File: config.mk
export PLATFORM = sky130hd
export DESIGN_NAME = cvc_ctrl
export DESIGN_NICKNAME = d
export VERILOG_FILES = /design/src/design/cvc_pkg.sv /design/src/design/cvc_ctrl.sv /design/src/design/cvc_rail_code.sv /design/src/design/cvc_sync.sv
export VERILOG_INCLUDE_DIRS = /design/src /design/src/design
export SDC_FILE = /design/constraint.sdc
export NUM_CORES = 1
export LEC_CHECK = 0
export ABC_AREA = 0
export BUFFER_PORTS_ARGS = -buffer_cell sky130_fd_sc_hd__buf_2
export CORE_MARGIN = 2
export CORE_UTILIZATION = 49
export CTS_CLUSTER_SIZE = 10
export DETAILED_ROUTE_END_ITERATION = 8
export PLACE_DENSITY = 0.76
export SYNTH_ARGS = -nofsm -noshare
export SYNTH_HDL_FRONTEND = slang
export SYNTH_SLANG_ARGS = --single-unit
File: constraint.sdc
create_clock -name i_sys_clk -period 6.8 [get_ports i_sys_clk]
set_clock_uncertainty 0.1 [all_clocks]
set_input_delay 2.04 -clock i_sys_clk [delete_from_list [all_inputs] [get_ports i_sys_clk]]
set_output_delay 2.04 -clock i_sys_clk [all_outputs]
set_load 0.01 [all_outputs]
File: src/design/cvc_regs.svh
// Register offsets, field positions, reset values for the converter controls
// Assumes inclusion by any file that touches the two control registers
`ifndef CVC_REGS_SVH
`define CVC_REGS_SVH

`define CVC_ADDR_W            8
`define CVC_IO_CTRL_OFFSET    8'h0C
`define CVC_PROC_CTRL_OFFSET  8'h0D

// Peripheral-rail control fields
`define CVC_IO_FORCED_PWM_BIT       7
`define CVC_IO_UVLO_HI        6
`define CVC_IO_UVLO_LO        5
`define CVC_IO_LPSEL_BIT      4
`define CVC_IO_SLPEN_BIT      3
`define CVC_IO_DISCH_BIT      2
`define CVC_IO_VSEL_HI        1
`define CVC_IO_VSEL_LO        0
// Reset 32h or 33h; strap lands in bit 0
`define CVC_IO_RESET_BASE     8'h32

// Processor-rail control fields
`define CVC_PR_COREOFF_BIT    7
`define CVC_PR_CODE_HI        6
`define CVC_PR_CODE_LO        4
`define CVC_PR_SLP_HI         3
`define CVC_PR_SLP_LO         2
`define CVC_PR_MOTOR_BIT      1
`define CVC_PR_DISCH_BIT      0
// Reset 68h or 78h; strap lands in bit 4
`define CVC_PR_RESET_BASE     8'h68
`define CVC_PR_STRAP_BIT      4

`endif

File: src/design/cvc_pkg.sv
// Types shared by the converter control block
// Assumes the register header supplies all register numbers; mode encodings are set here
package cvc_pkg;
    typedef enum logic [2:0] {
        CVC_RUN  = 3'h1,
        CVC_WAIT = 3'h2,
        CVC_LP   = 3'h4
    } cvc_mode_t;
endpackage

File: src/design/cvc_ctrl.sv
// Converter control register pair with sleep-pin mode decoding
// Assumes a host register port on i_sys_clk and static strap pins
`timescale 1ns/1ns
`default_nettype none
`include "cvc_regs.svh"

module cvc_ctrl (
    input  wire logic       i_sys_clk,
    input  wire logic       i_sys_rst,
    input  wire logic       i_reg_wr,
    input  wire logic       i_reg_rd,
    input  wire logic [7:0] i_reg_addr,
    input  wire logic [7:0] i_reg_wdata,
    output logic      [7:0] o_reg_rdata,
    output logic            o_reg_hit,
    input  wire logic       i_sleep_request_pin,
    input  wire logic       i_io_rail_default_strap,
    input  wire logic       i_proc_rail_default_strap,
    output logic            o_forced_pwm,
    output logic      [1:0] o_undervoltage_threshold_sel,
    output logic      [1:0] o_io_rail_voltage_sel,
    output logic            o_io_rail_en,
    output logic            o_io_rail_discharge,
    output logic      [2:0] o_proc_rail_voltage_code,
    output logic            o_proc_rail_en,
    output logic            o_proc_rail_discharge,
    output logic            o_motor_driver_en,
    output logic            o_wait_mode,
    output logic            o_lowpower_mode
);
    logic [7:0]       io_converter_control;
    logic [7:0]       proc_converter_control;
    logic             sleep_req;
    logic             io_strap;
    logic             pr_strap;
    logic             strap_loaded;
    cvc_pkg::cvc_mode_t mode;
    cvc_pkg::cvc_mode_t next_mode;
    logic [2:0]       eff_code;

    // Sleep pin and straps pass two flops before use
    cvc_sync u_sync_sleep (
        .i_sys_clk (i_sys_clk),
        .i_sys_rst (i_sys_rst),
        .i_async   (i_sleep_request_pin),
        .o_sync    (sleep_req)
    );
    cvc_sync u_sync_io_strap (
        .i_sys_clk (i_sys_clk),
        .i_sys_rst (i_sys_rst),
        .i_async   (i_io_rail_default_strap),
        .o_sync    (io_strap)
    );
    cvc_sync u_sync_pr_strap (
        .i_sys_clk (i_sys_clk),
        .i_sys_rst (i_sys_rst),
        .i_async   (i_proc_rail_default_strap),
        .o_sync    (pr_strap)
    );

    // Address decode shared by reads and writes
    function automatic logic [1:0] decode(input logic [7:0] addr);
        decode = {addr == `CVC_PROC_CTRL_OFFSET,
                  addr == `CVC_IO_CTRL_OFFSET};
    endfunction

    // Decoded selects, so no bit is picked off a call result
    logic [1:0] wr_sel;
    logic [1:0] rd_sel;
    assign wr_sel = decode(i_reg_addr) & {2{i_reg_wr}};
    assign rd_sel = decode(i_reg_addr);

    // Straps are caught once, on the third rising edge after reset release
    logic [1:0] strap_wait;
    always_ff @(posedge i_sys_clk) begin
        if (i_sys_rst) begin
            strap_wait   <= 2'h0;
            strap_loaded <= 1'b0;
        end else begin
            if (strap_wait != 2'h2) begin
                strap_wait <= strap_wait + 2'h1;
            end
            strap_loaded <= (strap_wait == 2'h2);
        end
    end

    // Peripheral-rail control register
    always_ff @(posedge i_sys_clk) begin
        if (i_sys_rst) begin
            io_converter_control <= `CVC_IO_RESET_BASE;
        end else if (wr_sel[0]) begin
            io_converter_control <= i_reg_wdata;
        end else if (!strap_loaded && strap_wait == 2'h2) begin
            io_converter_control[`CVC_IO_VSEL_LO] <= io_strap;
        end
    end

    // Processor-rail control register
    always_ff @(posedge i_sys_clk) begin
        if (i_sys_rst) begin
            proc_converter_control <= `CVC_PR_RESET_BASE & ~8'h10;
        end else if (wr_sel[1]) begin
            proc_converter_control <= i_reg_wdata;
        end else if (!strap_loaded && strap_wait == 2'h2) begin
            proc_converter_control[`CVC_PR_STRAP_BIT] <= pr_strap;
        end
    end

    // Read data registered; unmapped addresses read zero
    always_ff @(posedge i_sys_clk) begin
        if (i_sys_rst) begin
            o_reg_rdata <= 8'h00;
            o_reg_hit   <= 1'b0;
        end else if (i_reg_rd) begin
            o_reg_hit <= |rd_sel;
            case (rd_sel)
                2'h1:    o_reg_rdata <= io_converter_control;
                2'h2:    o_reg_rdata <= proc_converter_control;
                default: o_reg_rdata <= 8'h00;
            endcase
        end
    end

    // Mode decode from the synchronised sleep pin
    always_comb begin
        next_mode = cvc_pkg::CVC_RUN;
        if (sleep_req && io_converter_control[`CVC_IO_SLPEN_BIT]) begin
            if (io_converter_control[`CVC_IO_LPSEL_BIT]) begin
                next_mode = cvc_pkg::CVC_LP;
            end else begin
                next_mode = cvc_pkg::CVC_WAIT;
            end
        end
    end

    // Mode register
    always_ff @(posedge i_sys_clk) begin
        if (i_sys_rst) begin
            mode <= cvc_pkg::CVC_RUN;
        end else begin
            case (next_mode)
                cvc_pkg::CVC_RUN,
                cvc_pkg::CVC_WAIT,
                cvc_pkg::CVC_LP: mode <= next_mode;
                default:         mode <= cvc_pkg::CVC_RUN;
            endcase
        end
    end

    cvc_rail_code u_rail_code (
        .i_full_code  (proc_converter_control[`CVC_PR_CODE_HI:`CVC_PR_CODE_LO]),
        .i_sleep_code (proc_converter_control[`CVC_PR_SLP_HI:`CVC_PR_SLP_LO]),
        .i_lowpower   (next_mode == cvc_pkg::CVC_LP),
        .o_code       (eff_code)
    );

    // Converter control outputs, all registered
    always_ff @(posedge i_sys_clk) begin
        if (i_sys_rst) begin
            o_forced_pwm                 <= 1'b0;
            o_undervoltage_threshold_sel <= 2'h0;
            o_io_rail_voltage_sel        <= 2'h2;
            o_io_rail_en                 <= 1'b1;
            o_io_rail_discharge          <= 1'b0;
            o_proc_rail_voltage_code     <= 3'h6;
            o_proc_rail_en               <= 1'b1;
            o_proc_rail_discharge        <= 1'b0;
            o_motor_driver_en            <= 1'b0;
            o_wait_mode                  <= 1'b0;
            o_lowpower_mode              <= 1'b0;
        end else begin
            o_forced_pwm <= io_converter_control[`CVC_IO_FORCED_PWM_BIT];
            o_undervoltage_threshold_sel <=
                io_converter_control[`CVC_IO_UVLO_HI:`CVC_IO_UVLO_LO];
            o_io_rail_voltage_sel <=
                io_converter_control[`CVC_IO_VSEL_HI:`CVC_IO_VSEL_LO];
            o_io_rail_en <= (next_mode != cvc_pkg::CVC_WAIT);
            o_io_rail_discharge <= (next_mode == cvc_pkg::CVC_WAIT)
                && io_converter_control[`CVC_IO_DISCH_BIT];
            o_proc_rail_voltage_code <= eff_code;
            o_proc_rail_en <= !((next_mode == cvc_pkg::CVC_WAIT) ||
                ((next_mode == cvc_pkg::CVC_LP) &&
                 proc_converter_control[`CVC_PR_COREOFF_BIT]));
            o_proc_rail_discharge <=
                proc_converter_control[`CVC_PR_DISCH_BIT] &&
                ((next_mode == cvc_pkg::CVC_WAIT) ||
                 ((next_mode == cvc_pkg::CVC_LP) &&
                  proc_converter_control[`CVC_PR_COREOFF_BIT]));
            o_motor_driver_en <=
                proc_converter_control[`CVC_PR_MOTOR_BIT];
            o_wait_mode     <= (next_mode == cvc_pkg::CVC_WAIT);
            o_lowpower_mode <= (next_mode == cvc_pkg::CVC_LP);
        end
    end
endmodule // cvc_ctrl
`default_nettype wire

File: src/design/cvc_rail_code.sv
// Effective processor-rail code selection for run and low-power modes
// Assumes a mode decoded from registered signals and registered field values on the same clock
`timescale 1ns/1ns
`default_nettype none
module cvc_rail_code (
    input  wire logic [2:0] i_full_code,
    input  wire logic [1:0] i_sleep_code,
    input  wire logic       i_lowpower,
    output logic      [2:0] o_code
);
    // Low power forces the top bit low and takes the sleep code below it
    always_comb begin
        if (i_lowpower) begin
            o_code = {1'b0, i_sleep_code};
        end else begin
            o_code = i_full_code;
        end
    end
endmodule // cvc_rail_code
`default_nettype wire

File: src/design/cvc_sync.sv
// Two-flop synchroniser for a level arriving from a pin
// Assumes the input is a slow static or quasi-static level
`timescale 1ns/1ns
`default_nettype none
module cvc_sync (
    input  wire logic i_sys_clk,
    input  wire logic i_sys_rst,
    input  wire logic i_async,
    output logic      o_sync
);
    logic stage1;

    // First stage read only by the second
    always_ff @(posedge i_sys_clk) begin
        if (i_sys_rst) begin
            stage1 <= 1'b0;
            o_sync <= 1'b0;
        end else begin
            stage1 <= i_async;
            o_sync <= stage1;
        end
    end
endmodule // cvc_sync
`default_nettype wire

==> run metrics <==
WL met1 1.57 mm; Period minus WS final 3750 ps; antenna violations before repair 0; kind of critical path input port to flip-flop; Ant. Diodes 0; max_cap viols 0; P_leak 0.951 nW; post-place setup slack about 2800 ps; post-CTS setup buffer count 0; Worst Path Arrival 3880 ps; Synth Register Bits 49; # placed instances 276; Worst VDD drop 0.163 mV; initial core utilization 50.7%; Top Layer Used met4; Power Dens Cells 236 mW/mm2; CTS Root Cell clkbuf_8; number of port buffers 46; Post-route DRC 0; hold violation total from the final report 0; Final Cycle Share 55.2%; Post-synth top flop dfxtp_1; Slew @ Worst Pin 801 ps; global-route wire length before repair 5.40 mm; setup TNS 0 ps; final wirelength 3.19 mm; H-tree Lvls 2; crit path max fanout 8; Sink Count 49; relative slew slack 46.6%; metal3 WL 175 um; layout cells sized above 1 24.2%; worst endpoint required time 6930 ps; met2 WL 1.36 mm; GP Congestion roughly 0.77; Hold Crit Class flip-flop to flip-flop; status completed; syn_nets 220; CTS clk-pin slew, worst paths about 90 ps; Vias 1352; GRT Total Usage approximately 17%; core area 0.00363 mm2; clk_lat worst skew 300 ps; NumNets Final about 260; FF-to-FF path depth 6; CTS tree yes; post-synthesis cell count 193; unrepaired setup endpoints after global routing no; Die Width 65.3 um; register area share after synthesis 53.3%; Slew Limit Fails 0; number of flops mapped to enable cells by yosys 0; FP Rows 22; number of global-route vias before repair around 1200; largest net degree at the start of global routing 53; max frequency approximately 0.27 GHz; synthesized area 0.00184 mm2; final cell count without fillers 284; final worst slack 3050 ps; Area Overhead vs Synth 17.4%; Worst Setup End Kind flip-flop; yosys warns 0; Die Height 65.3 um; Synth async-reset ratio 0%; hold depth 1; Iteration-0 DRC Markers 51; io pins 47; full die area approximately 0.0043 mm2; drt via density approximately 4.8; hold buffers post-CTS 0; total grt overflow 0; Setup crit start kind input port; cts bufs inserted 5; Overall Power 511 uW; maximum root-to-sink buffer count 2; post_cts resized 0; wire per inst 11.2 um; synth unique cells 28; DR pass1 iterations 4; synthesized area per cell 9.54 um2; Setup violations, final 0; Post-DRT Antenna Nets 0
[critical path: stages]
cell,delay (ps)
buf_2,100
or4_4,550
nor3_1,300
ha_1,290
nor2b_1,390
a21oi_1,130
nor2_1,100
[layer usage]
layer	up-vias	global-route usage, %
li1	719	-
met1	586	21.9
met2	41	25.3
met3	6	3.60
met4	0	10.2
met5	-	0
[power by group]
group	switching, mW	internal [mW]
clock	0.0905	0.0724
sequential	0.00502	0.297
combinational	0.0236	0.0223
[synth_stat cells (2+ instances only)]
library cell / number / area share [%]
a21o_1: 3 / 1.2
a21oi_1: 15 / 4.1
a22o_1: 8 / 3.8
buf_6: 2 / 1.2
clkbuf_1: 8 / 1.6
dfxtp_1: 49 / 53
ha_1: 4 / 2.7
inv_1: 7 / 1.4
mux2i_1: 6 / 3.3
nand2_1: 4 / 0.81
nand2b_1: 8 / 2.7
nand3_1: 2 / 0.54
nand3b_1: 3 / 1.2
nor2_1: 27 / 5.5
nor2b_1: 24 / 8.2
nor3_1: 8 / 2.2
o21ai_1: 2 / 0.54
o31ai_1: 2 / 0.81
or4_4: 2 / 1.2
[cell type report]
cell class / count / area [um2]
fillers: 367 / 1470
clock buffers: 6 / 72.6
well taps: 48 / 60.1
multi-input cells: 125 / 769
clock inverters: 2 / 15.0
flip-flops and latches: 49 / 981
repair buffers: 47 / 238
inverters: 7 / 26.3
[layout by cell type (no fill, tap or decap), types with 2 or more instances in the layout]
cell type	netlist	layout
o31ai_1	2	2
nor2_1	27	27
or4_4	2	2
buf_2	1	46
nand3b_1	3	3
nand3_1	2	2
a21o_1	3	3
inv_1	7	7
mux2i_1	6	6
nor2b_1	24	24
o21ai_1	2	2
ha_1	4	4
a21oi_1	15	15
nand2_1	4	4
nor3_1	8	8
clkbuf_8	0	5
a22o_1	8	8
dfxtp_1	49	49
nand2b_1	8	8
clkinvlp_4	0	2
[through the flow]
step / util [%] / hold WS (ps) / area [um2]
4_1_cts: 59.5 / 347 / 2160
3_3_place_gp: 57.1 / 321 / 2070
2_1_floorplan: - / 312 / 1840
6_report: 59.5 / 349 / 2160
3_5_place_dp: 57.1 / 328 / 2070
5_1_grt: 59.5 / 373 / 2160
[cells by family (layout without fill, tap and decap cells)]
| kind of cell | after synthesis | count (layout) | share of synthesized area [%] |
|---|---|---|---|
| adder cells (fa/ha/maj) | 4 | 4 | 2.72 |
| flip-flops | 49 | 49 | 53.3 |
| XOR/XNOR | 1 | 1 | 0.476 |
| AO/OA/AOI/OAI | 31 | 31 | 10.9 |
| multiplexers | 7 | 7 | 3.87 |
| AND/OR/NAND/NOR | 82 | 82 | 23.8 |
| buffers and inverters | 19 | 62 | 4.96 |
[worst paths after layout]
kind / slack, ps / from / end
setup / recovery: 3050 / i_reg_addr[7] / o_reg_rdata[7]
hold reg to reg: 350 / u_sync_io_strap.stage1 / u_sync_io_strap.o_sync
hold / removal: 350 / u_sync_io_strap.stage1 / u_sync_io_strap.o_sync
setup reg to reg: 5250 / strap_wait[0] / io_converter_control[0]
[state kept, by name, indices dropped and copies added, names as in the netlist, 2 cells and up]
name and count:
proc_converter_control 8, o_io_rail_voltage_sel 2, o_undervoltage_threshold_sel 2, o_proc_rail_voltage_code 3, io_converter_control 8, strap_wait 2
o_reg_rdata 8
(Power assumes the default switching activity.)
